**src/include/smbus_temp_defines.vh**
```
// constants for the smbus temperature readout block
// assumes: included by bare name from the design files, 50 MHz system clock
`ifndef SMBUS_TEMP_DEFINES_VH
`define SMBUS_TEMP_DEFINES_VH

// ***********************************
// addressing and register offsets
// ***********************************
`define TGT_ADDR        7'h2f
`define REG_CH1_TEMP    8'h00
`define REG_CH2_TEMP    8'h01
`define REG_CH1_FRAC    8'h05
`define REG_CH2_FRAC    8'h06
`define REG_SCRATCH     8'h07
`define SEL_RESET       8'h00
`define SCRATCH_RESET   8'h00

// ***********************************
// timing
// ***********************************
`define CLK_HZ          50000000
`define CONV_HZ         4
`define CONV_CYCLES     (`CLK_HZ / `CONV_HZ)
`define HOLD_MS         250
`define HOLD_CYCLES     ((`CLK_HZ / 1000) * `HOLD_MS)

`endif

```
**src/verilog/dummy_unused_placeholder_never.v**
```verilog
`timescale 1ns/1ps

```
**src/verilog/pin_sync.v**
```verilog
// two-flop synchroniser for a bundle of asynchronous pins
// assumes: inputs are idle high (pulled-up smbus lines)
`timescale 1ns/1ps
`default_nettype none
module pin_sync #(
  parameter W = 2
) (
  input  wire         clk,
  input  wire         rst,
  input  wire [W-1:0] async_in,
  output wire [W-1:0] sync_out
);
  reg [W-1:0] meta_reg;
  reg [W-1:0] sync_reg;

  // first stage feeds only the second stage
  always @(posedge clk or posedge rst) begin
    if (rst) begin
      meta_reg <= {W{1'b1}};
      sync_reg <= {W{1'b1}};
    end else begin
      meta_reg <= async_in;
      sync_reg <= meta_reg;
    end
  end

  assign sync_out = sync_reg;
endmodule
`default_nettype wire

```
**src/verilog/temp_store.v**
```verilog
// temperature result store with conversion timer and read lock
// assumes: raw readings are signed, 1/8 degree lsb, 12 bits per channel
`timescale 1ns/1ps
`default_nettype none
`include "smbus_temp_defines.vh"
module temp_store #(
  parameter CONV_CYCLES = `CONV_CYCLES,
  parameter HOLD_CYCLES = `HOLD_CYCLES
) (
  input  wire        clk,
  input  wire        rst,
  input  wire [11:0] raw_ch1,
  input  wire [11:0] raw_ch2,
  input  wire [1:0]  rd_int,
  input  wire [1:0]  rd_frac,
  output wire [7:0]  int_ch1,
  output wire [7:0]  int_ch2,
  output wire [7:0]  frac_ch1,
  output wire [7:0]  frac_ch2,
  output wire        conv_tick
);
  reg  [31:0] conv_cnt_reg;
  reg  [7:0]  int_reg  [0:1];
  reg  [7:0]  frac_reg [0:1];
  wire [11:0] raw      [0:1];

  assign raw[0]    = raw_ch1;
  assign raw[1]    = raw_ch2;
  assign conv_tick = (conv_cnt_reg == CONV_CYCLES - 1);

  // free-running 4 Hz schedule from reset release
  always @(posedge clk or posedge rst) begin
    if (rst)
      conv_cnt_reg <= 32'h0;
    else if (conv_tick)
      conv_cnt_reg <= 32'h0;
    else
      conv_cnt_reg <= conv_cnt_reg + 32'h1;
  end

  genvar ch;
  generate
    for (ch = 0; ch < 2; ch = ch + 1) begin : g_ch
      reg        lock_reg;
      reg [31:0] hold_cnt_reg;
      wire       neg = raw[ch][11];
      wire       hold_done = (hold_cnt_reg >= HOLD_CYCLES);

      // lock: fraction read freezes integer; integer read releases
      always @(posedge clk or posedge rst) begin
        if (rst) begin
          lock_reg     <= 1'b0;
          hold_cnt_reg <= 32'h0;
        end else if (rd_frac[ch]) begin
          lock_reg     <= 1'b1;
          hold_cnt_reg <= 32'h0;
        end else begin
          if (rd_int[ch])
            lock_reg <= 1'b0;
          else if (conv_tick && hold_done)
            lock_reg <= 1'b0;
          if (!hold_done)
            hold_cnt_reg <= hold_cnt_reg + 32'h1;
        end
      end

      // integer kept frozen while locked until the hold has run out, fraction always follows
      always @(posedge clk or posedge rst) begin
        if (rst) begin
          int_reg[ch]  <= 8'h00;
          frac_reg[ch] <= 8'h00;
        end else if (conv_tick) begin
          if (!lock_reg || (hold_done && !rd_frac[ch]))
            int_reg[ch] <= neg ? 8'h00 : raw[ch][10:3];
          frac_reg[ch] <= neg ? 8'h00 : {raw[ch][2:0], 5'h00};
        end
      end
    end
  endgenerate

  assign int_ch1  = int_reg[0];
  assign int_ch2  = int_reg[1];
  assign frac_ch1 = frac_reg[0];
  assign frac_ch2 = frac_reg[1];
endmodule
`default_nettype wire

```
**src/verilog/smbus_temp_target.v**
```verilog
// smbus target for the temperature readout registers
// assumes: SCL/SDA are async pins pulled up outside; SDA is open drain
`timescale 1ns/1ps
`default_nettype none
`include "smbus_temp_defines.vh"
module smbus_temp_target #(
  parameter CONV_CYCLES = `CONV_CYCLES,
  parameter HOLD_CYCLES = `HOLD_CYCLES
) (
  input  wire        CLK_SYS,
  input  wire        RST,
  input  wire        SCL,
  input  wire        SDA_IN,
  output wire        SDA_OUT,
  output wire        SDA_OE,
  input  wire [11:0] RAW_CH1,
  input  wire [11:0] RAW_CH2,
  output wire        CONV_TICK,
  output wire [7:0]  SCRATCH
);
  // ***********************************
  // states
  // ***********************************
  localparam [5:0] ST_IDLE  = 6'h01;
  localparam [5:0] ST_ADDR  = 6'h02;
  localparam [5:0] ST_ACK   = 6'h04;
  localparam [5:0] ST_RX    = 6'h08;
  localparam [5:0] ST_TX    = 6'h10;
  localparam [5:0] ST_RACK  = 6'h20;

  reg  [5:0] state_reg;
  reg  [2:0] bit_cnt_reg;
  reg  [7:0] shift_reg;
  reg        rw_reg;
  reg        got_cmd_reg;
  reg        addr_seen_reg;
  reg  [7:0] sel_reg;
  reg  [7:0] scratch_reg;
  reg        sda_low_reg;
  reg        scl_d_reg;
  reg        sda_d_reg;
  reg  [1:0] rd_int_reg;
  reg  [1:0] rd_frac_reg;
  wire [1:0] pins;
  wire       scl_s;
  wire       sda_s;
  wire [7:0] int_ch1;
  wire [7:0] int_ch2;
  wire [7:0] frac_ch1;
  wire [7:0] frac_ch2;
  reg  [7:0] rd_data;

  // ***********************************
  // pin sampling
  // ***********************************
  pin_sync #(.W(2)) u_sync (
    .clk      (CLK_SYS),
    .rst      (RST),
    .async_in ({SCL, SDA_IN}),
    .sync_out (pins)
  );
  assign scl_s = pins[1];
  assign sda_s = pins[0];

  always @(posedge CLK_SYS or posedge RST) begin
    if (RST) begin
      scl_d_reg <= 1'b1;
      sda_d_reg <= 1'b1;
    end else begin
      scl_d_reg <= scl_s;
      sda_d_reg <= sda_s;
    end
  end

  wire scl_rise = scl_s & ~scl_d_reg;
  wire scl_fall = ~scl_s & scl_d_reg;
  wire start_c  = scl_s & scl_d_reg & sda_d_reg & ~sda_s;  // also repeated start
  wire stop_c   = scl_s & scl_d_reg & ~sda_d_reg & sda_s;

  // ***********************************
  // result store
  // ***********************************
  temp_store #(
    .CONV_CYCLES (CONV_CYCLES),
    .HOLD_CYCLES (HOLD_CYCLES)
  ) u_store (
    .clk       (CLK_SYS),
    .rst       (RST),
    .raw_ch1   (RAW_CH1),
    .raw_ch2   (RAW_CH2),
    .rd_int    (rd_int_reg),
    .rd_frac   (rd_frac_reg),
    .int_ch1   (int_ch1),
    .int_ch2   (int_ch2),
    .frac_ch1  (frac_ch1),
    .frac_ch2  (frac_ch2),
    .conv_tick (CONV_TICK)
  );

  // read mux; unmapped selections read as zero
  always @* begin
    rd_data = 8'h00;
    if (sel_reg == `REG_CH1_TEMP)
      rd_data = int_ch1;
    else if (sel_reg == `REG_CH2_TEMP)
      rd_data = int_ch2;
    else if (sel_reg == `REG_CH1_FRAC)
      rd_data = frac_ch1;
    else if (sel_reg == `REG_CH2_FRAC)
      rd_data = frac_ch2;
    else if (sel_reg == `REG_SCRATCH)
      rd_data = scratch_reg;
  end

  // ***********************************
  // protocol engine
  // ***********************************
  // ack and data change only on scl low, so the host never sees a false start/stop
  always @(posedge CLK_SYS or posedge RST) begin
    if (RST) begin
      state_reg   <= ST_IDLE;
      bit_cnt_reg <= 3'h0;
      shift_reg   <= 8'h00;
      rw_reg      <= 1'b0;
      got_cmd_reg <= 1'b0;
      addr_seen_reg <= 1'b0;
      sel_reg     <= `SEL_RESET;
      scratch_reg <= `SCRATCH_RESET;
      sda_low_reg <= 1'b0;
      rd_int_reg  <= 2'b00;
      rd_frac_reg <= 2'b00;
    end else begin
      rd_int_reg  <= 2'b00;
      rd_frac_reg <= 2'b00;
      if (stop_c) begin
        state_reg   <= ST_IDLE;
        sda_low_reg <= 1'b0;
      end else if (start_c) begin
        state_reg   <= ST_ADDR;
        bit_cnt_reg <= 3'h0;
        got_cmd_reg <= 1'b0;
        addr_seen_reg <= 1'b0;
        sda_low_reg <= 1'b0;
      end else begin
        case (state_reg)
          ST_IDLE: begin
            sda_low_reg <= 1'b0;
          end
          ST_ADDR: begin
            // the clock fall that closes the start itself must not end the byte
            if (scl_rise) begin
              shift_reg     <= {shift_reg[6:0], sda_s};
              bit_cnt_reg   <= bit_cnt_reg + 3'h1;
              addr_seen_reg <= 1'b1;
            end else if (scl_fall && bit_cnt_reg == 3'h0 && addr_seen_reg) begin
              // full byte in; only our fixed address is answered
              if (shift_reg[7:1] == `TGT_ADDR) begin
                rw_reg      <= shift_reg[0];
                sda_low_reg <= 1'b1;
                state_reg   <= ST_ACK;
              end else begin
                state_reg <= ST_IDLE;
              end
            end
          end
          ST_ACK: begin
            if (scl_fall) begin
              sda_low_reg <= 1'b0;
              bit_cnt_reg <= 3'h0;
              if (rw_reg) begin
                // read byte / receive byte: last selection answers
                shift_reg   <= {rd_data[6:0], 1'b0};
                sda_low_reg <= ~rd_data[7];
                bit_cnt_reg <= 3'h1;
                state_reg   <= ST_TX;
                if (sel_reg == `REG_CH1_FRAC)
                  rd_frac_reg <= 2'b01;
                else if (sel_reg == `REG_CH2_FRAC)
                  rd_frac_reg <= 2'b10;
                else if (sel_reg == `REG_CH1_TEMP)
                  rd_int_reg <= 2'b01;
                else if (sel_reg == `REG_CH2_TEMP)
                  rd_int_reg <= 2'b10;
              end else begin
                state_reg <= ST_RX;
              end
            end
          end
          ST_RX: begin
            if (scl_rise) begin
              shift_reg   <= {shift_reg[6:0], sda_s};
              bit_cnt_reg <= bit_cnt_reg + 3'h1;
            end else if (scl_fall && bit_cnt_reg == 3'h0) begin
              sda_low_reg <= 1'b1;
              state_reg   <= ST_ACK;
              if (!got_cmd_reg) begin
                sel_reg     <= shift_reg;
                got_cmd_reg <= 1'b1;
              end else if (sel_reg == `REG_SCRATCH) begin
                scratch_reg <= shift_reg;
              end
            end
          end
          ST_TX: begin
            // msb went out at the ack fall; shift the rest on each fall
            if (scl_fall) begin
              if (bit_cnt_reg == 3'h0) begin
                sda_low_reg <= 1'b0;
                state_reg   <= ST_RACK;
              end else begin
                sda_low_reg <= ~shift_reg[7];
                shift_reg   <= {shift_reg[6:0], 1'b0};
                bit_cnt_reg <= bit_cnt_reg + 3'h1;
              end
            end
          end
          ST_RACK: begin
            // host nack ends the read; an ack gets the same register again
            if (scl_rise) begin
              if (sda_s)
                state_reg <= ST_IDLE;
              else
                state_reg <= ST_ACK;
            end
          end
          default: begin
            state_reg <= ST_IDLE;
          end
        endcase
      end
    end
  end

  // open drain: only ever pull low
  assign SDA_OUT = 1'b0;
  assign SDA_OE  = sda_low_reg;
  assign SCRATCH = scratch_reg;
endmodule
`default_nettype wire

```
**config.mk**
```make
export PLATFORM = sky130hd
export DESIGN_NAME = smbus_temp_target
export DESIGN_NICKNAME = d
export VERILOG_FILES = /design/src/verilog/dummy_unused_placeholder_never.v /design/src/verilog/pin_sync.v /design/src/verilog/temp_store.v /design/src/verilog/smbus_temp_target.v
export VERILOG_INCLUDE_DIRS = /design/src /design/src/include
export SDC_FILE = /design/constraint.sdc
export NUM_CORES = 1
export LEC_CHECK = 0
export BUFFER_PORTS_ARGS = -buffer_cell sky130_fd_sc_hd__buf_2
export CAP_MARGIN = 20
export CORE_ASPECT_RATIO = 1.75
export CORE_MARGIN = 2
export CORE_UTILIZATION = 40
export DETAILED_ROUTE_END_ITERATION = 16
export HOLD_SLACK_MARGIN = 0.08
export MAX_ROUTING_LAYER = met4
export SLEW_MARGIN = 40
export SYNTH_ARGS = -nofsm -noshare
export SYNTH_HDL_FRONTEND = slang
export SYNTH_HIERARCHICAL = 1
export SYNTH_SLANG_ARGS = --single-unit
```
**constraint.sdc**
```tcl
create_clock -name CLK_SYS -period 4.8 [get_ports CLK_SYS]
set_input_delay 0.96 -clock CLK_SYS [delete_from_list [all_inputs] [get_ports CLK_SYS]]
set_output_delay 0.96 -clock CLK_SYS [all_outputs]
set_load 0.01 [all_outputs]
```
==> results.py <==
metrics = {
    "logic_synthesis": {
        "synth_area_um2": 8820,
        "ys_warn_count": 6,
        "ys_types": 68,
        "synth-seq-area-share_pct": 47.5,
        "synth-seq-cells": 167,
        "yosys.cell_count.top_type": "dfrtp_1",
        "yosysTopAreaCellShare_pct": 45.4,
        "synth_edf_count": 0,
        "synth_common_cells": "dfrtp_1 (160), nand2_1 (79), nor2b_1 (59), nor2_1 (56), mux2_2 (52)",
        "synth_flop_cell": "dfrtp_1",
        "avgSynthCellArea_um2": 9.89,
        "synth_top_area_cell": "dfrtp_1",
        "synthArstFlopShare_pct": 100,
        "synthCells": 892,
        "yosys-top-cells-area": "dfrtp_1 (45%), mux2_2 (6.6%), nor2b_1 (4.2%), nand2_1 (3.4%), nor2_1 (2.4%)",
    },
    "worst_setup_path": {
        "cp-end-kind": "output pin",
        "worstPathMaxFanout": 5,
        "path_buf_inv": 1,
        "crit_type": "register to output pin",
        "cpLargestDelayFamily": "simple AND/OR/NAND/NOR gates",
        "reg2reg_depth": 5,
        "critPathRequiredTime_ps": 3840,
        "slowest_stage": "or4_1",
        "max_stage_delay_ps": 540,
        "crit_cells": 4,
        "cp_data_arrival_time_ps": 2330,
        "crit_chain": "or4b_1 > or4_1 > nor3_1 > buf_2",
        "start_kind": "register",
    },
    "placed_design": {
        "port_buffers": 37,
        "dpl_cell_area_um2": 9280,
        "routabilityCongestion": 0.858,
        "hpwl_mm": 14.0,
    },
    "route": {
        "wl_per_cell_um": 16.3,
        "ant_nets": 0,
        "firstDrtPassIters": 5,
        "vias": 6710,
        "drc": 0,
        "viasPerCell": 5.51,
        "dr.first_iter.drc_count": 367,
        "wl_mm": 19.8,
    },
    "timing": {
        "slew-limit-headroom_pct": 49.6,
        "setup_viol": 0,
        "period_needed_ps": 3290,
        "finalSetupTns_ps": 0,
        "rsz0062_at_grt": "false",
        "worst_pin_slew_ps": 756,
        "max_freq_mhz": 304,
        "fin_crit_sh_pct": 68.5,
        "skew_ps": 9.14,
        "hold_viol_final": 0,
        "slew_violations": 0,
    },
    "grt": {
        "grt_max_degree": 121,
        "grt_pass1_vias": 6930,
        "antenna_found_initial": 0,
        "grt_pass1_wl_mm": 34.2,
        "grt_use_total_pct": 19.0,
        "grt-ovfl-total": 0,
    },
    "layout": {
        "antenna_cells": 0,
        "largest_register_ff_count": 64,
        "area_growth_syn_to_layout_pct": 11.9,
        "layout.nets": 948,
        "drive_gt1_share_pct": 17.0,
        "stdcell_area_um2": 9880,
    },
    "floorplan": {
        "core_area_um2": 21600,
        "start_util_pct": 40.9,
        "die_area_um2": 23300,
        "dieWidth_um": 116,
        "die_h_um": 200,
        "row_count": 71,
        "io-pin-count": 39,
    },
    "cts": {
        "cts_hold_buf": 0,
        "cts_root_buffer": "clkbuf_16",
        "clock_sinks": 167,
        "cts.path.max_buffers": 2,
        "worstSkewPairLatency_ps": 430,
        "cts_resized": 0,
        "htree_levels": 4,
        "clk_pin_slew_ps": 60,
        "postCtsSetupBuffers": 0,
        "cts_tree": "built",
        "cts_inserted_buffers": 17,
    },
    "worst_hold_path": {
        "holdPathStages": 0,
        "hold_path.class": "register to register",
    },
    "power": {
        "power_density_nw_per_um2": 311,
        "p_leak_nw": 4.28,
        "peakVddDrop_mv": 0.259,
    },
    "outcome": {
        "outcome": "finished clean",
    },
    "flow_run": {
        "drv_cap": 0,
    },
}
-- worst register-to-register path, delay by kind of cell, from the launching register on --
family / cells / cell delay (ps)
AOI/OAI and AO/OA: 1 / 440
DFF: 1 / 430
muxes: 1 / 400
and+or+nand+nor: 3 / 1300
-- layout by cell type (no fill, tap or decap), types with 5 or more instances in the layout --
master and count:
buf_2 37, a22oi_1 5, dfstp_2 7, or4_1 18
nand3b_1 9, inv_1 27, o22ai_1 6, nor4_1 20
mux2_2 52, nor2_1 56, o31ai_1 14, nand4_1 24
and4_1 8, xor2_1 14, xnor2_1 22, or3_1 21
nor2b_1 59, nor3_1 16, nand2b_1 15, dfrtp_1 159
and3_1 8, and2_1 6, mux2i_1 10, nand3_1 33
nand2_1 79, a21oi_1 39, ha_1 7, o21ai_0 30
conb_1 11, clkbuf_16 17
-- metal layers --
layer	part of all wire, %	track usage, %	vias to the layer above
li1	-	-	3239
met1	40	21.7	3320
met2	54	32.4	106
met3	2.2	2.96	45
met4	3.6	8.16	0
met5	0	-	-
-- path summary, 6_finish.rpt --
path	start	to	slack (ps)
setup / recovery	u_store/conv_cnt_reg[8]	CONV_TICK	1510
hold / removal	u_sync/meta_reg[1]	u_sync/sync_out[1]	360
setup reg to reg	u_store/conv_cnt_reg[9]	u_store/int_ch2[5]	2120
hold reg to reg	u_sync/meta_reg[1]	u_sync/sync_out[1]	360
max in group asynchronous	RST	scl_d_reg	3500
min in group asynchronous	RST	SCRATCH[6]	580
-- power breakdown --
part           leakage, nW  switching [W]  total, W  internal (W)
Combinational         1.77       0.000112  0.000196     0.0000837
Sequential            2.23      0.0000498   0.00149       0.00144
Clock                0.275       0.000597   0.00138      0.000787
Total                 4.28       0.000759   0.00307       0.00231
-- kinds of logic (layout without fill, tap and decap cells) --
group / count (synthesis) / count (layout) / synth area share [%]
xor+xnor: 36 / 36 / 3.57
compound gates: 138 / 138 / 10.7
mux: 64 / 64 / 8.11
other cells: 2 / 11 / 0.0851
fa+ha+maj: 7 / 7 / 0.992
buf+inv: 78 / 102 / 3.97
simple gates: 400 / 400 / 25.1
flops: 167 / 167 / 47.5
-- metrics by stage --
stage | power (W) | hold WS (ps) | cells | setup slack [ps] | util (%)
global route | 0.00319 | 363 | 1217 | 1380 | 45.8
detailed placement | 0.00172 | 349 | 1186 | 1950 | 43.0
finish | 0.00307 | 357 | 1217 | 1510 | 45.8
global placement | 0.00172 | 346 | 1186 | 1940 | 42.8
floorplan | 0.00166 | 345 | 901 | 654 | -
CTS | 0.00311 | 358 | 1217 | 1470 | 45.7
-- area by class of cell --
type                       count  area [um^2]
timing repair buffer          42          235
tap                          292          365
fill                        2100        11700
clock buffer                  19          443
sequential                   167         4190
clock inverter                12          145
multi-input combinational    656         4390
inverter                      29          111
Note: power is estimated with default switching activity, not from simulation.
